File: config.mk
export PLATFORM = sky130hd
export DESIGN_NAME = cecs_seq
export DESIGN_NICKNAME = d
export VERILOG_FILES = /design/src/cecs_pkg.sv /design/src/cecs_sync3.sv /design/src/cecs_seq.sv
export SDC_FILE = /design/constraint.sdc
export NUM_CORES = 1
export LEC_CHECK = 0
export ABC_AREA = 1
export BUFFER_PORTS_ARGS = -buffer_cell sky130_fd_sc_hd__buf_2
export CORE_AREA = 5 5 179 181
export CTS_BUF_LIST = sky130_fd_sc_hd__clkbuf_4 sky130_fd_sc_hd__clkbuf_8 sky130_fd_sc_hd__clkbuf_16
export DETAILED_ROUTE_END_ITERATION = 16
export DIE_AREA = 0 0 184 186
export HOLD_SLACK_MARGIN = 0.05
export PLACE_DENSITY = 0.45
export REMOVE_ABC_BUFFERS = 1
export SETUP_SLACK_MARGIN = 0.1
export SLEW_MARGIN = 20
export SYNTH_ARGS = -nofsm -noshare
export SYNTH_HDL_FRONTEND = slang
export SYNTH_SLANG_ARGS = --single-unit
File: constraint.sdc
create_clock -name pclk -period 2.45 [get_ports pclk]
set_clock_uncertainty 0.15 [all_clocks]
set_input_delay 0.1225 -clock pclk [delete_from_list [all_inputs] [get_ports pclk]]
set_output_delay 0.1225 -clock pclk [all_outputs]
set_load 0.005 [all_outputs]
File: src/cecs_pkg.sv
// shared constants, register map and types of the charger emulation cycle sequencer
package cecs_pkg;

  // clock and timing
  localparam int CLK_HZ          = 50_000_000;
  localparam int CYC_PER_MS      = CLK_HZ / 1000;
  localparam int EMRST_HOLD_MS   = 100;
  localparam int EMRST_HOLD_CYC  = EMRST_HOLD_MS * CYC_PER_MS;
  localparam int EM_TIMEOUT_MS   = 1000;
  localparam int EM_TIMEOUT_CYC  = EM_TIMEOUT_MS * CYC_PER_MS;
  localparam int SETTLE_MS       = 10;
  localparam int SETTLE_CYC      = SETTLE_MS * CYC_PER_MS;

  // current figures in mA
  localparam logic [11:0] CC_MAX_MA      = 12'h5DC;
  localparam logic [11:0] CURRENT_LIMIT_SETTING_RST_MA    = 12'h5DC;
  localparam logic [11:0] THRESH_RST_MA  = 12'h064;

  // register byte offsets
  localparam logic [11:0] REG_CTRL   = 12'h000;
  localparam logic [11:0] REG_THRESH = 12'h004;
  localparam logic [11:0] REG_STATUS = 12'h008;
  localparam logic [11:0] REG_PASSES = 12'h00C;

  // field positions
  localparam int CTRL_EN_BIT     = 0;
  localparam int CTRL_CURRENT_LIMIT_SETTING_LSB   = 16;
  localparam int STAT_PROF_LSB   = 0;
  localparam int STAT_STATE_LSB  = 4;
  localparam int STAT_DCP_BIT    = 8;
  localparam int STAT_ACC_BIT    = 9;
  localparam int STAT_DCE_BIT    = 10;
  localparam int STAT_PWR_BIT    = 11;
  localparam int STAT_ATT_BIT    = 12;
  localparam int STAT_CHG_BIT    = 13;
  localparam logic CTRL_EN_RST   = 1'b1;

  // index of each synchronised pin
  localparam int PIN_PWR = 0;
  localparam int PIN_EM  = 1;
  localparam int PIN_MA  = 2;
  localparam int PIN_MB  = 3;
  localparam int PIN_ATT = 4;
  localparam int PIN_N   = 5;

  typedef enum logic [2:0] {
    ST_IDLE   = 3'b000,
    ST_EMRST  = 3'b001,
    ST_SETUP  = 3'b010,
    ST_SETTLE = 3'b011,
    ST_APPLY  = 3'b100,
    ST_ACCEPT = 3'b101,
    ST_OTHER  = 3'b110
  } cecs_state_e;

  // codes follow the cycle order, so an increment walks the sequence and wraps
  typedef enum logic [2:0] {
    PR_LEG1 = 3'b000,
    PR_DCP  = 3'b001,
    PR_LEG2 = 3'b010,
    PR_LEG3 = 3'b011,
    PR_LEG4 = 3'b100,
    PR_LEG5 = 3'b101,
    PR_LEG6 = 3'b110,
    PR_LEG7 = 3'b111
  } cecs_prof_e;

  // data line drive; the profile number selects the level of src and div
  typedef enum logic [1:0] {
    DRV_NONE  = 2'b00,
    DRV_SRC   = 2'b01,
    DRV_DIV   = 2'b10,
    DRV_900MV = 2'b11
  } cecs_drive_e;

  typedef enum logic [2:0] {
    MODE_PASS = 3'b000,
    MODE_DCP  = 3'b001,
    MODE_SDP  = 3'b010,
    MODE_CDP  = 3'b011,
    MODE_DCE  = 3'b100
  } cecs_mode_e;

endpackage : cecs_pkg

File: src/cecs_sync3.sv
// three-stage pin synchroniser with agreement filter, one lane per bit
`timescale 1ns/1ps
module cecs_sync3 #(
  parameter int W = 1
) (
  input  wire logic         pclk,
  input  wire logic         presetn,
  input  wire logic [W-1:0] pin_async,
  output logic      [W-1:0] pin_sync
);

  logic [W-1:0] s1_q;
  logic [W-1:0] s2_q;
  logic [W-1:0] s3_q;

  genvar i;
  generate
    for (i = 0; i < W; i++) begin : g_lane
      always_ff @(posedge pclk or negedge presetn) begin
        if (!presetn) begin
          s1_q[i]     <= 1'b0;
          s2_q[i]     <= 1'b0;
          s3_q[i]     <= 1'b0;
          pin_sync[i] <= 1'b0;
        end else begin
          s1_q[i] <= pin_async[i];
          s2_q[i] <= s1_q[i];
          s3_q[i] <= s2_q[i];
          // a change counts only once stages two and three agree
          if (s2_q[i] == s3_q[i]) begin
            pin_sync[i] <= s3_q[i];
          end
        end
      end
    end
  endgenerate

endmodule : cecs_sync3

File: src/cecs_seq.sv
// dedicated charger emulation cycle sequencer with apb control registers
// What this block does
// - before each profile: switch open, vbus to ground via 100 ohm, hold, reclose
// - during emulation reset pull both data lines low through 15 kohm
// - cycle order: legacy 1, dcp, legacy 2, 3, 4, 5, 6, 7
// - no profile charges: reset and restart while power enable stays on
// - no usb data path while in cycle mode
// - while a profile is applied: cc limit if setting at most 1.5 A, else trip
// - pass-through and sdp use trip; dcp and cdp use cc if at most 1.5 A
// - dcp charging: set dcp flag, keep short, switch open, cc limiting if setting at most 1.5 A, else trip
// - dcp not charging: drop it and advance to the next profile
// - emulation timeout timer runs while dcp is applied inside the cycle
// - legacy 2: short first, then vbus; charging keeps short, cc limiting if setting at most 1.5 A, else trip
// - legacy 2 not charging: remove short, reset, next profile
// - legacy 1,3,4,6: drive both lines before vbus; accept with trip
// - legacy 5: 900 mV on both lines before vbus; accept with trip
// - legacy 7: divider on d+ only before vbus; accept with trip
// - keep cycling with no device; no profile is assumed at attach
//
// The APB interface to the registers and the register offsets were left to the implementer.
`timescale 1ns/1ps
module cecs_seq
  import cecs_pkg::*;
#(
  parameter int          EMRST_CYC   = EMRST_HOLD_CYC,
  parameter int          TIMEOUT_CYC = EM_TIMEOUT_CYC,
  parameter int          SETTLE_CY   = SETTLE_CYC,
  parameter logic [11:0] CHG_THRESH  = THRESH_RST_MA
) (
  input  wire logic        pclk,
  input  wire logic        presetn,
  input  wire logic        psel,
  input  wire logic        penable,
  input  wire logic        pwrite,
  input  wire logic [11:0] paddr,
  input  wire logic [31:0] pwdata,
  output logic      [31:0] prdata,
  output logic             pready,
  output logic             pslverr,
  input  wire logic        port_power_enable,
  input  wire logic        emulation_enable,
  input  wire logic        mode_select_a,
  input  wire logic        mode_select_b,
  input  wire logic        attach_detect_enable,
  input  wire logic [11:0] port_current_ma,
  output logic             vbus_switch_close,
  output logic             vbus_discharge_en,
  output logic             data_pulldown_en,
  output logic             line_short_en,
  output logic             hs_switch_close,
  output logic             cc_limit_sel,
  output logic [1:0]       port_dplus_line,
  output logic [1:0]       port_dminus_line,
  output logic [2:0]       drive_profile,
  output logic             dcp_detected,
  output logic             charge_accepted
);

  // pin synchronisation
  logic [PIN_N-1:0] pins_raw;
  logic [PIN_N-1:0] pins_s;

  assign pins_raw[PIN_PWR] = port_power_enable;
  assign pins_raw[PIN_EM]  = emulation_enable;
  assign pins_raw[PIN_MA]  = mode_select_a;
  assign pins_raw[PIN_MB]  = mode_select_b;
  assign pins_raw[PIN_ATT] = attach_detect_enable;

  cecs_sync3 #(
    .W (PIN_N)
  ) u_sync (
    .pclk      (pclk),
    .presetn   (presetn),
    .pin_async (pins_raw),
    .pin_sync  (pins_s)
  );

  wire pwr_on = pins_s[PIN_PWR];
  wire em_s   = pins_s[PIN_EM];
  wire ma_s   = pins_s[PIN_MA];
  wire mb_s   = pins_s[PIN_MB];

  // mode decode; both encodings with b low and emulation high select the cycle
  cecs_mode_e mode;
  wire        is_dce = ~mb_s & em_s;
  assign mode = is_dce                 ? MODE_DCE :
                ( mb_s & em_s & ~ma_s) ? MODE_DCP :
                ( mb_s & em_s &  ma_s) ? MODE_CDP :
                (~mb_s & ~em_s & ma_s) ? MODE_SDP : MODE_PASS;

  // registers
  logic        en_q;
  logic [11:0] current_limit_setting_q;
  logic [11:0] thresh_q;
  logic [15:0] passes_q;
  logic [15:0] passes_d;

  wire acc_ph    = psel & penable;
  wire hit_ctrl  = (paddr == REG_CTRL);
  wire hit_thr   = (paddr == REG_THRESH);
  wire hit_stat  = (paddr == REG_STATUS);
  wire hit_pass  = (paddr == REG_PASSES);
  wire hit_any   = hit_ctrl | hit_thr | hit_stat | hit_pass;
  wire wr_ctrl   = acc_ph & pwrite & hit_ctrl;
  wire wr_thr    = acc_ph & pwrite & hit_thr;

  always_ff @(posedge pclk or negedge presetn) begin
    if (!presetn) begin
      en_q     <= CTRL_EN_RST;
      current_limit_setting_q   <= CURRENT_LIMIT_SETTING_RST_MA;
      thresh_q <= CHG_THRESH;
    end else begin
      if (wr_ctrl) begin
        en_q   <= pwdata[CTRL_EN_BIT];
        current_limit_setting_q <= pwdata[CTRL_CURRENT_LIMIT_SETTING_LSB +: 12];
      end
      if (wr_thr) begin
        thresh_q <= pwdata[11:0];
      end
    end
  end

  // sequencer state
  cecs_state_e state_q;
  cecs_state_e state_d;
  cecs_prof_e  prof_q;
  cecs_prof_e  prof_d;
  logic [31:0] cnt_q;
  logic [31:0] cnt_d;
  logic        dcp_q;
  logic        dcp_d;

  wire cc_ok    = (current_limit_setting_q <= CC_MAX_MA);
  wire charging = (port_current_ma >= thresh_q);
  wire run_ok   = pwr_on & is_dce & en_q;
  wire cnt_done = (cnt_q == 32'h0000_0000);

  always_comb begin
    state_d  = state_q;
    prof_d   = prof_q;
    cnt_d    = cnt_done ? cnt_q : cnt_q - 32'h0000_0001;
    dcp_d    = dcp_q;
    passes_d = passes_q;
    if (!pwr_on) begin
      // power enable low aborts everything
      state_d = ST_IDLE;
      prof_d  = PR_LEG1;
      dcp_d   = 1'b0;
    end else if (!is_dce) begin
      state_d = ST_OTHER;
      prof_d  = PR_LEG1;
      dcp_d   = 1'b0;
    end else if (!en_q) begin
      state_d = ST_IDLE;
      prof_d  = PR_LEG1;
      dcp_d   = 1'b0;
    end else begin
      unique case (state_q)
        ST_IDLE, ST_OTHER: begin
          state_d = ST_EMRST;
          prof_d  = PR_LEG1;
          cnt_d   = 32'(EMRST_CYC - 1);
        end
        ST_EMRST: begin
          if (cnt_done) begin
            state_d = ST_SETUP;
          end
        end
        ST_SETUP: begin
          // line levels or short are in place one cycle ahead of vbus
          state_d = ST_SETTLE;
          cnt_d   = 32'(SETTLE_CY - 1);
        end
        ST_SETTLE: begin
          if (cnt_done) begin
            state_d = ST_APPLY;
            cnt_d   = 32'(TIMEOUT_CYC - 1);
          end
        end
        ST_APPLY: begin
          if (charging) begin
            state_d = ST_ACCEPT;
            dcp_d   = (prof_q == PR_DCP);
          end else if (cnt_done) begin
            // drop the profile, reset, then the next one; wraps to restart
            state_d = ST_EMRST;
            prof_d  = cecs_prof_e'(prof_q + 3'h1);
            cnt_d   = 32'(EMRST_CYC - 1);
            if (prof_q == PR_LEG7) begin
              passes_d = passes_q + 16'h0001;
            end
          end
        end
        ST_ACCEPT: begin
          state_d = ST_ACCEPT;
        end
        default: begin
          state_d = ST_IDLE;
        end
      endcase
    end
  end

  always_ff @(posedge pclk or negedge presetn) begin
    if (!presetn) begin
      state_q  <= ST_IDLE;
      prof_q   <= PR_LEG1;
      cnt_q    <= 32'h0000_0000;
      dcp_q    <= 1'b0;
      passes_q <= 16'h0000;
    end else begin
      state_q  <= state_d;
      prof_q   <= prof_d;
      cnt_q    <= cnt_d;
      dcp_q    <= dcp_d;
      passes_q <= passes_d;
    end
  end

  // per-profile line drive
  cecs_drive_e dp_prof;
  cecs_drive_e dm_prof;
  logic        short_prof;
  logic        cc_accept;

  always_comb begin
    dp_prof    = DRV_NONE;
    dm_prof    = DRV_NONE;
    short_prof = 1'b0;
    cc_accept  = 1'b0;
    unique case (prof_q)
      PR_DCP: begin
        short_prof = 1'b1;
        cc_accept  = cc_ok;
      end
      PR_LEG2: begin
        short_prof = 1'b1;
        cc_accept  = cc_ok;
      end
      PR_LEG1, PR_LEG3, PR_LEG4, PR_LEG6: begin
        dp_prof = DRV_SRC;
        dm_prof = DRV_SRC;
      end
      PR_LEG5: begin
        dp_prof = DRV_900MV;
        dm_prof = DRV_900MV;
      end
      PR_LEG7: begin
        dp_prof = DRV_DIV;
      end
    endcase
  end

  // output next values
  wire in_emrst  = (state_d == ST_EMRST);
  wire applying  = (state_d == ST_SETUP) | (state_d == ST_SETTLE) |
                   (state_d == ST_APPLY) | (state_d == ST_ACCEPT);
  wire vbus_on   = (state_d == ST_SETTLE) | (state_d == ST_APPLY) |
                   (state_d == ST_ACCEPT);
  wire accepted  = (state_d == ST_ACCEPT);
  wire other_on  = (state_d == ST_OTHER);
  wire other_hs  = (mode == MODE_PASS) | (mode == MODE_SDP) | (mode == MODE_CDP);
  wire other_cc  = ((mode == MODE_DCP) | (mode == MODE_CDP)) & cc_ok;

  logic       sw_d;
  logic       dis_d;
  logic       pd_d;
  logic       short_d;
  logic       hs_d;
  logic       cc_d;
  logic [1:0] dp_d;
  logic [1:0] dm_d;

  assign sw_d    = vbus_on | other_on;
  assign dis_d   = in_emrst;
  assign pd_d    = in_emrst;
  assign short_d = (applying & short_prof) | (other_on & (mode == MODE_DCP));
  // cycle mode never closes the data path; dcp keeps it open
  assign hs_d    = other_on & other_hs;
  assign cc_d    = accepted ? cc_accept :
                   applying ? cc_ok :
                   other_on & other_cc;
  assign dp_d    = applying ? dp_prof : DRV_NONE;
  assign dm_d    = applying ? dm_prof : DRV_NONE;

  always_ff @(posedge pclk or negedge presetn) begin
    if (!presetn) begin
      vbus_switch_close <= 1'b0;
      vbus_discharge_en <= 1'b0;
      data_pulldown_en  <= 1'b0;
      line_short_en     <= 1'b0;
      hs_switch_close   <= 1'b0;
      cc_limit_sel      <= 1'b0;
      port_dplus_line   <= DRV_NONE;
      port_dminus_line  <= DRV_NONE;
      drive_profile     <= PR_LEG1;
      dcp_detected      <= 1'b0;
      charge_accepted   <= 1'b0;
    end else begin
      vbus_switch_close <= sw_d;
      vbus_discharge_en <= dis_d;
      data_pulldown_en  <= pd_d;
      line_short_en     <= short_d;
      hs_switch_close   <= hs_d;
      cc_limit_sel      <= cc_d;
      port_dplus_line   <= dp_d;
      port_dminus_line  <= dm_d;
      drive_profile     <= prof_d;
      dcp_detected      <= dcp_d;
      charge_accepted   <= accepted;
    end
  end

  // apb read side; zero wait states
  logic [31:0] status_w;

  always_comb begin
    status_w                           = 32'h0000_0000;
    status_w[STAT_PROF_LSB +: 3]       = prof_q;
    status_w[STAT_STATE_LSB +: 3]      = state_q;
    status_w[STAT_DCP_BIT]             = dcp_q;
    status_w[STAT_ACC_BIT]             = (state_q == ST_ACCEPT);
    status_w[STAT_DCE_BIT]             = is_dce;
    status_w[STAT_PWR_BIT]             = pwr_on;
    status_w[STAT_ATT_BIT]             = pins_s[PIN_ATT];
    status_w[STAT_CHG_BIT]             = charging;
  end

  wire [31:0] ctrl_w   = {4'h0, current_limit_setting_q, 15'h0000, en_q};
  wire [31:0] thr_w    = {20'h00000, thresh_q};
  wire [31:0] pass_w   = {16'h0000, passes_q};
  wire [31:0] rd_mux   = hit_ctrl ? ctrl_w :
                         hit_thr  ? thr_w :
                         hit_stat ? status_w :
                         hit_pass ? pass_w : 32'h0000_0000;

  wire rd_setup = psel & ~penable & ~pwrite;

  assign pready  = 1'b1;
  assign pslverr = acc_ph & ~hit_any;

  // read data is caught in the setup phase and stands through the access phase
  always_ff @(posedge pclk or negedge presetn) begin
    if (!presetn) begin
      prdata <= 32'h0000_0000;
    end else if (rd_setup) begin
      prdata <= rd_mux;
    end
  end

endmodule : cecs_seq

==> flow_summary_export.csv <==
group,metric,value,unit
status,status,"completed",
die,io_pins,115,
global_routing,first_global_vias,6458,
cts,clkSlewWorstSetupHoldPaths,0.06,ns
global_routing,grt_busiest_layer,"met2",
die,initial_core_util,24.5,%
synth,synth_edf_count,0,
global_routing,grt_antenna_before_repair,1,
job,drv_cap,0,
sta,clock.fmax,435,MHz
placed_design,dp_cells,1338,
pwr,power,0.00570,W
routing,ant_nets,0,
sta,finalWorstSetupSlack,0.150,ns
min_path,hold_path.class,"input port to asynchronous set/reset pin",
synth,netlist_area,7430,µm²
sta,fin_setup_tns,0,ns
pwr,p_per_area,575,nW/µm²
finish,area_growth,33.3,%
placed_design,gp_congestion,0.834,
die,rows,64,
critical_path,worstPathRequired,2.66,ns
global_routing,grt_usage,13.0,%
finish,drive_gt1_share,32.2,%
global_routing,grt_use_met3,3.42,%
finish,final_nets,1088,
synth,syn_area_per_cell,9.07,µm²
sta,rsz0062_at_grt,"yes",
synth,synth_top_area_share,42.8,%
pwr,p_leak,4.74,nW
routing,drc,0,
routing,wl,21100,µm
synth,ys_ff_latch,138,
global_routing,grt_max_degree,56,
cts,cts_tree,"done",
synth,synth_largest_area_cell,"dfrtp_1",
sta,period_minus_slack,2.30,ns
finish,stdcell_count,1410,
placed_design,port-buffer-count,101,
die,design.core.area,30300,µm²
cts,root_buffer,"clkbuf_16",
sta,tightest_slew,0.547,ns
global_routing,grt_pass1_wl,34800,µm
finish,final_util,32.7,%
global_routing,grt_use_met2,21.6,%
pwr,vdd_ir_drop_max,409,µV
critical_path,regToRegStartpoint,"thresh_q[5]",
routing,vias,6161,
sta,drv_slew,0,
routing,viasPerCell,4.37,
global_routing,met1_usage,16.4,%
critical_path,crit_path_end_kind,"flop",
synth,ys_seq_area_share,46.7,%
die,die_h,186,µm
global_routing,gr-total-overflow,0,
synth,synth_warnings,0,
routing,initialDrtViolationCount,254,
die,die_area,34200,µm²
synth,netlist-cell-type-count,58,
placed_design,dpl.hpwl,16000,µm
critical_path,worstPathArrival,2.51,ns
cts,cts_sinks,138,
placed_design,preCtsSetupSlack,-0.0169,ns
critical_path,crit_type,"flop to flop",
cts,worstSkewPairLatency,0.43,ns
critical_path,worstSetupStartpoint,"thresh_q[5]",
routing,avgRoutedWirePerCell,15.0,µm
synth,async_reset_ff_share,100,%
cts,cts_made_buffers,17,
cts,clockBufferDepth,2,
synth,yosys-top-cells-area,"dfrtp_1 (43%), nand2_1 (6.7%), inv_1 (4.4%), nor2_1 (4.2%), dfstp_2 (3.9%)",
die,die_w,184,µm
sta,period_share,93.9,%
cts,cts_max_level,4,
synth,synthCells,819,
sta,setup_viol,0,
finish,antenna_cells,0,
synth,synth_top_flop_cell,"dfrtp_1",
routing,first_pass_iters,4,
sta,max_slew_margin,63.5,%
critical_path,cp_max_fo,8,
critical_path,cp-start-kind,"flop",
sta,hold_viol,0,
-- area by class of cell --
type / instances / area (µm²)
fill: 3208 / 20400
multi-input combinational: 566 / 3740
sequential: 138 / 3470
timing repair buffer: 177 / 1190
tap: 396 / 495
clock buffer: 20 / 460
inverter: 100 / 393
clock inverter: 12 / 148
timing repair inverter: 1 / 11.3
-- final timing paths --
check / endpoint / cells after the start / slack (ns)
hold / removal: passes_q[11] / 2 / 0.12
max in group asynchronous: charge_accepted / 3 / 1.22
setup reg to reg: passes_q[11] / 14 / 0.15
min in group pclk: prdata[18] / 5 / 0.13
hold reg to reg: u_sync.s2_q[3] / 0 / 0.20
setup / recovery: passes_q[11] / 14 / 0.15
-- Yosys cell counts, drive strengths merged (9+ instances only) --
master and count:
mux2 9, o21ai 51, dfstp 11, o31ai 10
nor3 25, xor2 29, nand4 13, inv 98
nand2 160, a21oi 43, nand3 31, nor2 113
ha 21, dfrtp 127, buf 10
-- report_power, final --
part / leakage (nW) / total [W] / switching (W) / internal (W)
combinational: 2.80 / 0.000576 / 0.000343 / 0.000233
clock: 0.299 / 0.00269 / 0.00103 / 0.00166
sequential: 1.64 / 0.00244 / 0.0000737 / 0.00236
-- layer usage --
metal / vias up / share of wire (%)
met3: 29 / 5.1
met1: 2938 / 45
met4: 2 / 1.6
met5: - / 0.033
li1: 3062 / -
met2: 130 / 48
-- flip-flops by register name, summed over array words and instances (netlist names) --
signal,cells
cc_limit_sel,1
charge_accepted,1
cnt_q,32
current_limit_setting_q,12
data_pulldown_en,1
dcp_detected,1
drive_profile,3
en_q,1
hs_switch_close,1
line_short_en,1
passes_q,16
port_dminus_line,2
port_dplus_line,2
prdata,28
state_q,3
thresh_q,12
u_sync.pin_sync,5
u_sync.s1_q,5
u_sync.s2_q,5
u_sync.s3_q,5
vbus_switch_close,1
-- timing repair --
item | 4_1_cts | 5_1_grt
buffers inserted | 2 | 6
hold buffers | 32 | 0
gates cloned | 1 | 0
hold endpoints to repair | 144 | 0
resized for setup | 22 | 54
setup endpoints to repair | 37 | 55
pin swaps | 12 | 23
-- cell usage in the layout (no fill, tap or decap), types with 24 or more instances in the layout --
cell type      synthesis  final
dfrtp_1              127    127
nand2_1              133    115
buf_2                  3    100
inv_1                 87     82
nor2_1                84     80
buf_4                  6     40
a21oi_1               41     36
o21ai_0               40     35
dlygate4sd3_1          0     32
xor2_1                29     29
nand3_1               26     24
-- stage by stage --
step	cell area, µm²	hold slack [ns]
floorplan	7340	-0.323
global placement	8650	-0.00348
detailed placement	8650	-0.0142
CTS	9700	0.113
global route	9910	0.165
finish	9910	0.124
-- cell families (layout without fill, tap and decap cells) --
| group | Yosys count | in the layout | synth area share (%) |
|---|---|---|---|
| DFF | 138 | 138 | 46.7 |
| and+or+nand+nor | 355 | 355 | 25.9 |
| buffers and inverters | 118 | 310 | 6.50 |
| xor gates and xnor gates | 36 | 36 | 4.24 |
| muxes | 9 | 9 | 1.36 |
| other | 2 | 5 | 0.101 |
| adders and majority gates | 26 | 26 | 4.21 |
| AOI/OAI and AO/OA | 135 | 135 | 11.0 |
-- critical path, stage by stage (launching register included) --
cell and delay, ns:
dfstp_2 0.54, inv_2 0.05, ha_4 0.21, nand2_2 0.06, nand2_2 0.05, nand2_2 0.05
nand2_2 0.06, a21oi_4 0.19, nand2_4 0.09, buf_6 0.13, nor4_4 0.24, nand2_4 0.17
inv_8 0.13, nand2_2 0.05, o21ai_1 0.06
No activity file was read; power rests on OpenSTA's default activity.
